## src/core/sdt_regs.svh

```systemverilog
`ifndef SDT_REGS_SVH
`define SDT_REGS_SVH

// Register byte offsets.
`define SDT_OFF_HCTL2   8'h00
`define SDT_OFF_SRST    8'h04
`define SDT_OFF_PSTATE  8'h08
`define SDT_OFF_ERR     8'h0C
`define SDT_OFF_AUTO    8'h10
`define SDT_OFF_BGC     8'h14

// Field positions.
`define SDT_B_EXEC      0
`define SDT_B_SCS       1
`define SDT_B_SR_CMD    0
`define SDT_B_SR_DAT    1
`define SDT_B_ERR_DTO   4
`define SDT_B_AUTO_NX   0
`define SDT_B_AUTO_NI   7
`define SDT_B_BG_STOP   0
`define SDT_B_BG_CONT   1
`define SDT_B_BG_RWAIT  2
`define SDT_B_BG_ADMA   3

// Reset values.
`define SDT_RST_SRST    2'h0
`define SDT_RST_ERR     7'h00
`define SDT_RST_PINS    6'h1F

// Timing and counts.
`define SDT_CLK_MHZ     20
`define SDT_SETTLE_US   40
`define SDT_SETTLE_CYC  (`SDT_SETTLE_US * `SDT_CLK_MHZ)
`define SDT_SRST_CYC    3'h4
`define SDT_TUNE_MAX    40
`define SDT_FIXED_TAP   3'h4
`define SDT_CMD_TUNE_SD 6'h13
`define SDT_CMD_TUNE_MM 6'h15

`endif

```

## src/core/sdt_pkg.sv

```systemverilog
package sdt_pkg;

	typedef enum logic [2:0] {
		SDT_TS_IDLE = 3'b001,
		SDT_TS_RUN  = 3'b010,
		SDT_TS_END  = 3'b100
	} sdt_tune_state_t;

	typedef logic [2:0] sdt_tap_t;

endpackage

```

## src/core/sdt_tune_if.sv

```systemverilog
`timescale 1ns/1ps
interface sdt_tune_if;
	logic              start;
	logic              stop;
	logic              try_done;
	logic              try_ok;
	logic              busy;
	logic              pass;
	logic              fail;
	sdt_pkg::sdt_tap_t tap;

	modport eng (input start, stop, try_done, try_ok, output busy, pass, fail, tap);
	modport ctl (output start, stop, try_done, try_ok, input busy, pass, fail, tap);
endinterface

```

## src/core/sdt_pin_sync.sv

```systemverilog
`timescale 1ns/1ps
`include "sdt_regs.svh"
module sdt_pin_sync (
	// Clock and reset
	input  wire logic       clk_sys,
	input  wire logic       rstn,
	input  wire logic       ce,
	// Pins: bit 5 link clock, bit 4 command, bits 3:0 data
	input  wire logic [5:0] pin_in,
	output logic      [5:0] pin_sync,
	output logic            clk_rise
);
	import sdt_pkg::*;

	logic [5:0] stage1;
	logic       clk_d;

	always_ff @(posedge clk_sys or negedge rstn) begin
		if (!rstn) begin
			stage1   <= `SDT_RST_PINS;
			pin_sync <= `SDT_RST_PINS;
			clk_d    <= 1'b0;
		end else if (ce) begin
			stage1   <= pin_in;
			pin_sync <= stage1;
			clk_d    <= pin_sync[5];
		end
	end

	assign clk_rise = pin_sync[5] & ~clk_d;
endmodule

```

## src/core/sdt_tune_engine.sv

```systemverilog
`timescale 1ns/1ps
`include "sdt_regs.svh"
module sdt_tune_engine (
	// Clock and reset
	input  wire logic clk_sys,
	input  wire logic rstn,
	input  wire logic ce,
	// Control side
	sdt_tune_if.eng   tif
);
	import sdt_pkg::*;

	sdt_tune_state_t state;
	sdt_tune_state_t next_state;
	logic [5:0]      tries;
	sdt_tap_t        tap;
	logic            pass_r;

	wire last_try = (tries == 6'(`SDT_TUNE_MAX - 1));
	wire hit      = tif.try_done & tif.try_ok;

	always_comb begin
		next_state = state;
		unique case (state)
			SDT_TS_IDLE: next_state = tif.start ? SDT_TS_RUN : SDT_TS_IDLE;
			SDT_TS_RUN: begin
				if (tif.stop)
					next_state = SDT_TS_IDLE;
				else if (hit || (tif.try_done && last_try))
					next_state = SDT_TS_END;
			end
			SDT_TS_END: next_state = SDT_TS_IDLE;
			default: next_state = SDT_TS_IDLE;
		endcase
	end

	// The tap sweeps one step per failed try, so a pass leaves the good tap held.
	always_ff @(posedge clk_sys or negedge rstn) begin
		if (!rstn) begin
			state  <= SDT_TS_IDLE;
			tries  <= 6'h00;
			tap    <= 3'h0;
			pass_r <= 1'b0;
		end else if (ce) begin
			state <= next_state;
			if (state == SDT_TS_IDLE && tif.start) begin
				tries <= 6'h00;
				tap   <= 3'h0;
			end else if (state == SDT_TS_RUN && tif.try_done) begin
				pass_r <= tif.try_ok;
				if (!tif.try_ok) begin
					tries <= tries + 6'h01;
					tap   <= tap + 3'h1;
				end
			end
		end
	end

	assign tif.busy = (state != SDT_TS_IDLE);
	assign tif.pass = (state == SDT_TS_END) & pass_r;
	assign tif.fail = (state == SDT_TS_END) & ~pass_r;
	assign tif.tap  = tap;
endmodule

```

## src/core/sdt_recovery_ctrl.sv

```systemverilog
`timescale 1ns/1ps
`include "sdt_regs.svh"
module sdt_recovery_ctrl (
	// Clock, enable and reset
	input  wire logic        clk_sys,
	input  wire logic        rstn,
	input  wire logic        ce,
	// Wishbone slave
	input  wire logic        wb_cyc_i,
	input  wire logic        wb_stb_i,
	input  wire logic        wb_we_i,
	input  wire logic [7:0]  wb_adr_i,
	input  wire logic [3:0]  wb_sel_i,
	input  wire logic [31:0] wb_dat_i,
	output logic      [31:0] wb_dat_o,
	output logic             wb_ack_o,
	// Bus pins
	input  wire logic        sd_clk,
	input  wire logic        sd_cmd,
	input  wire logic [3:0]  sd_dat,
	// Command and data path events
	input  wire logic        cmd_issue,
	input  wire logic        cmd_uses_dat,
	input  wire logic [5:0]  cmd_idx,
	input  wire logic        cmd_done,
	input  wire logic        xfer_done,
	input  wire logic [3:0]  err_cmd,
	input  wire logic [2:0]  err_dat,
	input  wire logic        tune_done,
	input  wire logic        tune_ok,
	input  wire logic        auto12_not_exec,
	input  wire logic        auto12_not_issued,
	input  wire logic        card_read_wait,
	// Line control
	output logic             cmd_line_rst,
	output logic             dat_line_rst,
	output logic             stop_at_gap,
	output logic             continue_req,
	output logic             suspend_ok,
	output logic             use_tuned_clk,
	// Sampled bus
	output logic             smp_cmd,
	output logic      [3:0]  smp_dat,
	output logic             smp_valid
);
	import sdt_pkg::*;

	function automatic logic [31:0] lane_mask(input logic [3:0] sel);
		lane_mask = {{8{sel[3]}}, {8{sel[2]}}, {8{sel[1]}}, {8{sel[0]}}};
	endfunction

	function automatic logic is_tune_cmd(input logic [5:0] idx);
		is_tune_cmd = (idx == `SDT_CMD_TUNE_SD) || (idx == `SDT_CMD_TUNE_MM);
	endfunction

	// Submodules.
	sdt_tune_if tif ();

	sdt_tune_engine u_tune (
		.clk_sys (clk_sys),
		.rstn    (rstn),
		.ce      (ce),
		.tif     (tif)
	);

	logic [5:0] pin_sync;
	logic       clk_rise;

	sdt_pin_sync u_sync (
		.clk_sys  (clk_sys),
		.rstn     (rstn),
		.ce       (ce),
		.pin_in   ({sd_clk, sd_cmd, sd_dat}),
		.pin_sync (pin_sync),
		.clk_rise (clk_rise)
	);

	wire [3:0] dat_lvl = pin_sync[3:0];

	// Bus decode.
	wire        req     = wb_cyc_i & wb_stb_i & ~wb_ack_o;
	wire        wr      = req & wb_we_i;
	wire [31:0] wmask   = lane_mask(wb_sel_i);
	wire [31:0] wbits   = wb_dat_i & wmask;
	wire        sel_hc  = (wb_adr_i == `SDT_OFF_HCTL2);
	wire        sel_sr  = (wb_adr_i == `SDT_OFF_SRST);
	wire        sel_ps  = (wb_adr_i == `SDT_OFF_PSTATE);
	wire        sel_er  = (wb_adr_i == `SDT_OFF_ERR);
	wire        sel_au  = (wb_adr_i == `SDT_OFF_AUTO);
	wire        sel_bg  = (wb_adr_i == `SDT_OFF_BGC);
	wire        wr_hc   = wr & sel_hc;
	wire        wr_sr   = wr & sel_sr;
	wire        wr_er   = wr & sel_er;
	wire        wr_au   = wr & sel_au;
	wire        wr_bg   = wr & sel_bg;

	// State.
	logic       exec;
	logic       scs;
	logic [1:0] srst;
	logic [2:0] srst_cnt [2];
	logic       inh_cmd;
	logic       inh_dat;
	logic [6:0] err;
	logic [1:0] auto_st;
	logic       bg_stop;
	logic       bg_rwait;
	logic       bg_adma;
	logic [9:0] settle_cnt;
	logic [2:0] phase;
	logic       armed;

	// Tuning control.
	wire scs_wr0  = wr_hc & wmask[`SDT_B_SCS] & ~wb_dat_i[`SDT_B_SCS];
	wire tune_req = wr_hc & wbits[`SDT_B_EXEC] & scs_wr0 & ~exec;
	wire tune_end = tif.pass | tif.fail | srst[`SDT_B_SR_CMD];

	wire next_exec = tune_req | (exec & ~tune_end);
	// A pass in the same cycle as a software write of 0 wins.
	wire next_scs  = tif.pass | (scs & ~scs_wr0);

	assign tif.start    = tune_req;
	assign tif.stop     = srst[`SDT_B_SR_CMD];
	// Software keeps sending tuning commands; each finished block is a try.
	assign tif.try_done = tune_done & exec;
	assign tif.try_ok   = tune_ok;

	always_ff @(posedge clk_sys or negedge rstn) begin
		if (!rstn) begin
			exec <= 1'b0;
			scs  <= 1'b0;
		end else if (ce) begin
			exec <= next_exec;
			scs  <= next_scs;
		end
	end

	assign use_tuned_clk = scs;

	// Sampling point: tuned tap or the fixed tap, counted from the link clock rise.
	// The tap resolution is one system clock, which bounds how fine tuning can be.
	wire [2:0] tap_sel = scs ? tif.tap : `SDT_FIXED_TAP;
	wire       hit     = armed & (phase == tap_sel);

	always_ff @(posedge clk_sys or negedge rstn) begin
		if (!rstn) begin
			phase <= 3'h0;
			armed <= 1'b0;
		end else if (ce) begin
			phase <= clk_rise ? 3'h0 : ((phase == 3'h7) ? phase : phase + 3'h1);
			armed <= clk_rise | (armed & ~hit);
		end
	end

	always_ff @(posedge clk_sys or negedge rstn) begin
		if (!rstn) begin
			smp_cmd   <= 1'b1;
			smp_dat   <= 4'hF;
			smp_valid <= 1'b0;
		end else if (ce) begin
			smp_valid <= hit;
			if (hit) begin
				smp_cmd <= pin_sync[4];
				smp_dat <= dat_lvl;
			end
		end
	end

	// Software resets: each line holds its reset for a few cycles, then self-clears.
	wire [1:0] srst_go = {2{wr_sr}} & wbits[1:0] & ~srst;

	always_ff @(posedge clk_sys or negedge rstn) begin
		if (!rstn) begin
			srst <= `SDT_RST_SRST;
			for (int i = 0; i < 2; i++)
				srst_cnt[i] <= 3'h0;
		end else if (ce) begin
			for (int i = 0; i < 2; i++) begin
				if (srst_go[i]) begin
					srst[i]     <= 1'b1;
					srst_cnt[i] <= `SDT_SRST_CYC;
				end else if (srst[i]) begin
					if (srst_cnt[i] == 3'h1)
						srst[i] <= 1'b0;
					srst_cnt[i] <= srst_cnt[i] - 3'h1;
				end
			end
		end
	end

	assign cmd_line_rst = srst[`SDT_B_SR_CMD];
	assign dat_line_rst = srst[`SDT_B_SR_DAT];

	// Command inhibits; a new command wins over a completion in the same cycle.
	wire next_inh_cmd = cmd_issue | (inh_cmd & ~cmd_done & ~cmd_line_rst);
	wire next_inh_dat = (cmd_issue & cmd_uses_dat)
		| (inh_dat & ~xfer_done & ~dat_line_rst);

	// Error status. Responses to tuning commands raise nothing while tuning runs.
	wire       quiet   = exec & is_tune_cmd(cmd_idx);
	wire [6:0] err_set = {err_dat, err_cmd} & {7{~quiet}};
	wire [6:0] err_clr = wr_er ? wbits[6:0] : 7'h00;
	wire [6:0] next_err = err_set | (err & ~err_clr);

	wire [1:0] au_set = {auto12_not_issued, auto12_not_exec};
	wire [1:0] au_clr = wr_au ? {wbits[`SDT_B_AUTO_NI], wbits[`SDT_B_AUTO_NX]} : 2'h0;
	wire [1:0] next_auto = au_set | (auto_st & ~au_clr);

	always_ff @(posedge clk_sys or negedge rstn) begin
		if (!rstn) begin
			inh_cmd <= 1'b0;
			inh_dat <= 1'b0;
			err     <= `SDT_RST_ERR;
			auto_st <= 2'h0;
		end else if (ce) begin
			inh_cmd <= next_inh_cmd;
			inh_dat <= next_inh_dat;
			err     <= next_err;
			auto_st <= next_auto;
		end
	end

	// Data lines must stay high for the whole settle time before they count as free.
	wire dat_high = (dat_lvl == 4'hF);
	wire settled  = (settle_cnt == 10'(`SDT_SETTLE_CYC));

	always_ff @(posedge clk_sys or negedge rstn) begin
		if (!rstn)
			settle_cnt <= 10'h000;
		else if (ce)
			settle_cnt <= !dat_high ? 10'h000 : (settled ? settle_cnt : settle_cnt + 10'h001);
	end

	// Block gap control. Continue is a one-cycle request and reads back 0.
	wire cont_go = wr_bg & wbits[`SDT_B_BG_CONT] & ~wb_dat_i[`SDT_B_BG_STOP];

	always_ff @(posedge clk_sys or negedge rstn) begin
		if (!rstn) begin
			bg_stop      <= 1'b0;
			bg_rwait     <= 1'b0;
			bg_adma      <= 1'b0;
			continue_req <= 1'b0;
		end else if (ce) begin
			continue_req <= cont_go;
			if (dat_line_rst) begin
				bg_stop <= 1'b0;
			end else if (wr_bg && wmask[0]) begin
				bg_stop  <= wb_dat_i[`SDT_B_BG_STOP];
				bg_rwait <= wb_dat_i[`SDT_B_BG_RWAIT];
				bg_adma  <= wb_dat_i[`SDT_B_BG_ADMA];
			end
		end
	end

	assign stop_at_gap = bg_stop;
	assign suspend_ok  = bg_rwait & card_read_wait & ~bg_adma;

	// Read data. Error bits 3:0 come from err_cmd and bits 6:4 from err_dat.
	wire [31:0] rd_hc = {30'h0, scs, exec};
	wire [31:0] rd_sr = {30'h0, srst};
	wire [31:0] rd_ps = {23'h0, tif.busy, dat_lvl, suspend_ok, settled, inh_dat, inh_cmd};
	wire [31:0] rd_er = {25'h0, err};
	wire [31:0] rd_au = {24'h0, auto_st[1], 6'h00, auto_st[0]};
	wire [31:0] rd_bg = {28'h0, bg_adma, bg_rwait, 1'b0, bg_stop};
	wire [31:0] rdata = sel_hc ? rd_hc : sel_sr ? rd_sr : sel_ps ? rd_ps :
		sel_er ? rd_er : sel_au ? rd_au : sel_bg ? rd_bg : 32'h0000_0000;

	// Every access, mapped or not, is answered one cycle after it is seen.
	always_ff @(posedge clk_sys or negedge rstn) begin
		if (!rstn) begin
			wb_ack_o <= 1'b0;
			wb_dat_o <= 32'h0000_0000;
		end else if (ce) begin
			wb_ack_o <= req;
			if (req && !wb_we_i)
				wb_dat_o <= rdata;
		end
	end
endmodule

```

## config.mk

```make
export PLATFORM = sky130hd
export DESIGN_NAME = sdt_recovery_ctrl
export DESIGN_NICKNAME = d
export VERILOG_FILES = /design/src/core/sdt_pkg.sv /design/src/core/sdt_tune_if.sv /design/src/core/sdt_pin_sync.sv /design/src/core/sdt_tune_engine.sv /design/src/core/sdt_recovery_ctrl.sv
export VERILOG_INCLUDE_DIRS = /design/src /design/src/core
export SDC_FILE = /design/constraint.sdc
export NUM_CORES = 1
export LEC_CHECK = 0
export BUFFER_PORTS_ARGS = -buffer_cell sky130_fd_sc_hd__buf_2
export CORE_AREA = 2 2 124 126
export DETAILED_ROUTE_END_ITERATION = 12
export DIE_AREA = 0 0 126 128
export GPL_ROUTABILITY_DRIVEN = 0
export GPL_TIMING_DRIVEN = 0
export HOLD_SLACK_MARGIN = 0.03
export PLACE_DENSITY = 0.6
export SLEW_MARGIN = 20
export SYNTH_ARGS = -nofsm -noshare
export SYNTH_HDL_FRONTEND = slang
export SYNTH_HIERARCHICAL = 1
export SYNTH_SLANG_ARGS = --single-unit
export TNS_END_PERCENT = 5
```

## constraint.sdc

```tcl
create_clock -name clk_sys -period 1.8 [get_ports clk_sys]
set_clock_uncertainty 0.15 [all_clocks]
set_input_delay 0.54 -clock clk_sys [delete_from_list [all_inputs] [get_ports clk_sys]]
set_output_delay 0.54 -clock clk_sys [all_outputs]
set_load 0.02 [all_outputs]
```

; ---- Word level (Yosys, flattened, before mapping)
; Cells that the tools add are included.
; W data, S select, Z words.
[op_classes]
n_addsub = 6
n_eq_ne = 22
mux = 35
bitwise_logic = 66
reduce_logical = 24
[op_table]
columns = cell, n
row1 = $mux W3, 12
row2 = $and A1 B1 Y1, 32
row3 = $mux W9, 3
row4 = $mux W10, 2
row5 = $mux W6, 3
row6 = $eq A8 B4 Y1 const B, 2
row7 = $eq A8 B5 Y1 const B, 2
row8 = $mux W8, 2
row9 = $not A1 Y1, 16
row10 = $reduce_and A2 Y1, 8
row11 = $and A7 B7 Y7, 2
row12 = $eq A6 B5 Y1 const B, 2
row13 = $add A10 B1 Y10 const B, 1
row14 = $eq A10 B10 Y1 const B, 1
row15 = $eq A3 B1 Y1 const B, 3
row16 = $reduce_and A3 Y1, 3
row17 = $and A8 B8 Y8, 1
row18 = $eq A8 B3 Y1 const B, 1
row19 = $logic_not A8 Y1, 1
row20 = $mux W1, 8
row21 = $reduce_bool A2 Y1, 4
row22 = $mux W7, 1
row23 = $not A7 Y7, 1
row24 = $or A1 B1 Y1, 7
row25 = other kinds (22), 35
[totals]
reg_bits = 104

; ---- Depth between registers and ports, before layout
[logic_depth]
word_depth = 11
depth_mapped = 8
mapped_depth_nobuf = 7

; ---- Cells and area by module
; The synthesis kept the hierarchy.
[modules_own_cells]
columns = module, n_inst, cells_per_inst, area_per_inst_um2
row1 = sdt_recovery_ctrl, 1, 309, 3123.0
row2 = sdt_tune_engine, 1, 68, 721.9
row3 = sdt_pin_sync, 1, 28, 539.3

; ---- Least setup slack after synthesis
; Ideal clock, no wire load.
[synth_path]
path_type = input-to-reg
from = input port wb_adr_i[3]
to = register u_tune.tap[1] (netlist: u_tune/tif.tap[1])
setup_ns = 0.121
arrival_ns = 2.313
setup_slack_ns = -0.784
path_stages = 8
path_buffers = 1
cell_sequence = clkbuf_1 -> or4_1 -> nor3_1 -> nand2_1 -> nor3_1 -> nand3b_1 -> a21o_1 -> a22o_1
[synth_between]
elab_chain_cells = 9
[synth_rtl]
columns = item, line
row1 = start: declaration, sdt_recovery_ctrl.sv:12  ; input wire logic [7:0] wb_adr_i,
row2 = $logic_not A8 Y1 (no line) (*), -
row3 = $and A1 B1 Y1 (*), sdt_recovery_ctrl.sv:91  ; wire wr_hc = wr & sel_hc;
row4 = $and A1 B1 Y1 (2 in series), sdt_recovery_ctrl.sv:114  ; wire scs_wr0 = wr_hc & wmask[`SDT_B_SCS] & ~wb_dat_i[`SDT_B_SCS];
row5 = $and A1 B1 Y1 (*) (2 in series), sdt_recovery_ctrl.sv:115  ; wire tune_req = wr_hc & wbits[`SDT_B_EXEC] & scs_wr0 & ~exec;
row6 = net tif.start, sdt_tune_if.sv:3  ; logic start;
row7 = $logic_and A1 B1 Y1 (*), sdt_tune_engine.sv:46  ; if (state == SDT_TS_IDLE && tif.start) begin
row8 = $ne A2 B1 Y1 (no line) or $reduce_bool A2 Y1 (tied branches), -
row9 = $reduce_and A3 Y1 (no line), -
row10 = end signal: assignment, sdt_tune_engine.sv:53  ; tap <= tap + 3'h1;
row11 = end: declaration, sdt_tune_engine.sv:16  ; sdt_tap_t tap;
; The timed path passes the listed nets; every way through them passes the cells marked *.
; A chain may end at the register's enable or synchronous reset.

; ---- Final worst setup path
[layout_path]
from = input port wb_adr_i[7]
to = register bg_rwait
[layout_between]
elab_chain_cells = 4
[layout_rtl]
columns = item, line
row1 = $eq A8 B5 Y1 (no line), -
row2 = $and A1 B1 Y1, sdt_recovery_ctrl.sv:95  ; wire wr_bg = wr & sel_bg;
row3 = $logic_and A1 B1 Y1, sdt_recovery_ctrl.sv:247  ; end else if (wr_bg && wmask[0]) begin
row4 = $reduce_and A3 Y1 (no line), -
row5 = end signal: assignment, sdt_recovery_ctrl.sv:249  ; bg_rwait <= wb_dat_i[`SDT_B_BG_RWAIT];
row6 = end: declaration, sdt_recovery_ctrl.sv:107  ; logic bg_rwait;
; No other way between the ends.

==> summary.txt <==
Worst setup path
  – R2R cell count: 8
  – Worst setup SP type: input pin
  – Critical path's slowest cell: or4b_4
  – WP data required: approximately 1.9 ns
  – CP Buf/Inv Count: 1
  – Data arrival, critical path: ~2.3 ns
  – CP Capture Type: register
  – Setup CP Type: in -> reg
  – Maximum fanout along the worst path: 4
  – Top Family by Delay on Critical Path: simple AND/OR/NAND/NOR gates
  – CP peak stage delay: between 0.5 and 0.6 ns
  – Worst setup path start: wb_adr_i[7]
  – Critical Path Stages: 5
  – Cell Chain, Critical Path: buf_6 -> or4b_1 -> or4b_4 -> nor4_4 -> mux2_1
  – R2R Path Start: wb_ack_o$_DFFE_PN0P_

Route
  – Initial drt markers: ~180
  – Routed WL: between 10000 and 15000 um
  – Pre-antenna DRT Iters: 4
  – Number of remaining DRC errors: 0
  – Routed vias: 3614
  – Routed Antenna Nets: 0
  – Via/cell ratio: between 5 and 6
  – Routed len/inst: approximately 16 um

Global route
  – Grt total ovfl: 0
  – Total GRT Usage: roughly 14%
  – GR Util met1: about a fifth
  – Initial antenna violation count: 0
  – Most Used Layer, Global Route: met2
  – GR Util met2: 23.0%
  – Largest net degree at the start of global routing: 53
  – Met3 track demand over resource: 3.21%
  – Vias in the first global route: about 3600
  – First-pass GRT wire length: ~19000 um

Status
  – Failing checks: negative setup slack
  – Status: finished, violations left

Clocking
  – CTS Buffer Depth: 2
  – Root buf cell: clkbuf_16
  – CTS buffer count: 9
  – Number of H-tree levels: 3
  – Clock transition at path regs: roughly 0.06 ns
  – Worst-Skew Late Latency: around 0.34 ns
  – CTS tree: yes
  – Clk sinks: just over 80

Timing
  – Sum Neg Setup Slack: -8.50 ns
  – Rel. slew slack: 50.2%
  – Final hold violation count: 0
  – Final worst path period need: about 2.2 ns
  – RSZ-0062 raised after global routing: true
  – Max-slew violations: 0
  – Fmax: roughly 0.46 GHz
  – Slew @ Worst Pin: roughly 0.74 ns
  – PnR worst setup slack: -0.397 ns
  – Hold Slack: between 0.2 and 0.3 ns
  – Setup Viol. Count Final: 37
  – Fin crit share: 122%

Yosys
  – Post-synth cell types: 74
  – Number of synthesized flops with an enable pin: 0
  – Syn Inst Count: between 400 and 500
  – Syn. warnings: 6
  – Seq/Total Area, Yosys: about 47%
  – Dominant synthesized flop cell: dfrtp_1
  – Mapped Avg Cell Area: about 11 um2
  – Post-synthesis register bit count: between 80 and 90
  – FFs w/ async S/R, synth: 100%
  – Synth Cell Area: around 0.0044 mm2

Final layout
  – Share of layout cells above drive strength 1: 38.4%
  – Synth-to-layout area growth: 29.3%
  – Final Non-Filler Cells: between 700 and 800
  – Final #Nets: 604
  – Ant diodes: 0
  – Finished Cell Area: ~0.0057 mm2
  – Fill cells: 1502
  – Core Util, Final: 38.1%

Place
  – Placed Area: around 0.0051 mm2
  – Hpwl dp: between 8000 and 9000 um
  – Place WS: -1.04 ns
  – IO buf count: 71
  – Cells after DPL: about 700

Floorplanning
  – Core Area: 0.0149 mm2
  – FP Rows: 45
  – Die width: 126 um
  – Ports: approximately 120
  – Die extent in y: roughly 130 um
  – Initial core utilization: roughly 29%
  – Die ar.: 0.0161 mm2

Pwr
  – Leakage: between 2 and 3 nW
  – Total power: a little under 5 mW
  – Power density over the cells: about 850 mW/mm2
  – Maximum vdd drop: 0.496 mV

Min path
  – HP Class: in -> reg
  – Hold Path Depth: 2
  – Min-delay src: err_dat[1]

Flow run
  – Max-cap violations: 0
worst paths after layout:
path	slack, ns	to
max in group asynchronous	0.29	u_sync/pin_sync[0]$_DFFE_PN1P_
worst max-delay path	-0.40	bg_rwait$_DFFE_PN0P_
worst min-delay path	0.28	err[5]$_DFFE_PN0P_
min in group asynchronous	0.55	inh_dat$_DFFE_PN0P_
worst max register to register	-0.26	u_tune/tif.tap[2]$_DFFE_PN0P_
worst min register to register	0.34	wb_dat_o[1]$_DFFE_PN0P_
final cells by class:
type	instances	area, um2	area share, %
Inverter	19	71.3	1.26
Clock buffer	9	225	3.97
Tap cell	188	235	4.15
Buffer	37	254	4.48
Multi-Input combinational cell	289	2250	39.7
Clock inverter	7	78.8	1.39
Sequential cell	81	2050	36.2
Timing Repair Buffer	79	500	8.83
power by group:
part | internal (mW) | switching [mW] | leakage [nW] | total [mW]
sequential | 2.03 | 0.128 | 0.991 | 2.16
clock | 1.09 | 0.787 | 0.150 | 1.88
combinational | 0.363 | 0.422 | 1.46 | 0.785
cell usage after synthesis, types with 4 or more instances:
cell type	number	area share, %
nand4_1	8	1.1
nand3_1	21	2.4
ha_1	10	2.9
nand2_1	23	2.0
clkbuf_1	11	0.94
o21ai_0	25	2.9
xor2_1	4	0.80
or3_1	4	0.57
and2_1	4	0.57
buf_4	23	3.9
mux2_4	10	3.4
nor2b_1	4	0.57
a22o_1	16	3.2
dfrtp_1	65	37
o22ai_1	4	0.57
nor2_1	11	0.94
a21oi_1	12	1.4
nand2b_1	5	0.71
mux2i_1	11	2.5
dfstp_2	16	9.6
nor3_1	12	1.4
inv_1	19	1.6
mux2_2	9	2.3
placed cells by master (no fill, tap or decap), drive strengths merged, types with 4 or more instances in the layout:
cell type	count
buf	107
dfrtp	65
o21ai	25
conb	23
nand2	23
nand3	21
inv	21
mux2	21
clkbuf	17
a22o	16
dfstp	16
a21oi	12
nor3	12
mux2i	11
nor2	11
ha	10
nand4	8
nor4	6
nand2b	5
or3	5
xor2	4
o22ai	4
and2	4
nor2b	4
clkinv	4
routing by layer:
metal / wire length (um) / vias up
met5: 0 / -
met4: 91 / 0
met3: 463 / 8
met2: 5470 / 97
met1: 5350 / 1817
li1: - / 1692
flip-flops by register name, summed over array words and instances, names as in the netlist, 4 cells and up:
name,flops
wb_dat_o,9
smp_dat,4
settle_cnt,10
err,7
u_tune/tries,6
srst_cnt,6
u_sync/pin_sync,6
u_sync/stage1,6
timing repair:
action	CTS	global route
endpoints found under the hold margin	22	0
hold buffers	1	0
pin swaps	16	10
gates resized for setup	44	25
endpoints found under the setup margin	63	51
buffers inserted	4	2
gates cloned	0	0
cells by family after synthesis:
logic type / synth area share, %
multiplexers: 9.28
XOR/XNOR: 0.999
AND/OR/NAND/NOR: 17.7
buffers and inverters: 7.08
adder cells (fa/ha/maj): 2.85
AO/OA/AOI/OAI: 15.3
flip-flops: 46.7
other: 0.0855
No activity file was read; power rests on OpenSTA's default activity.
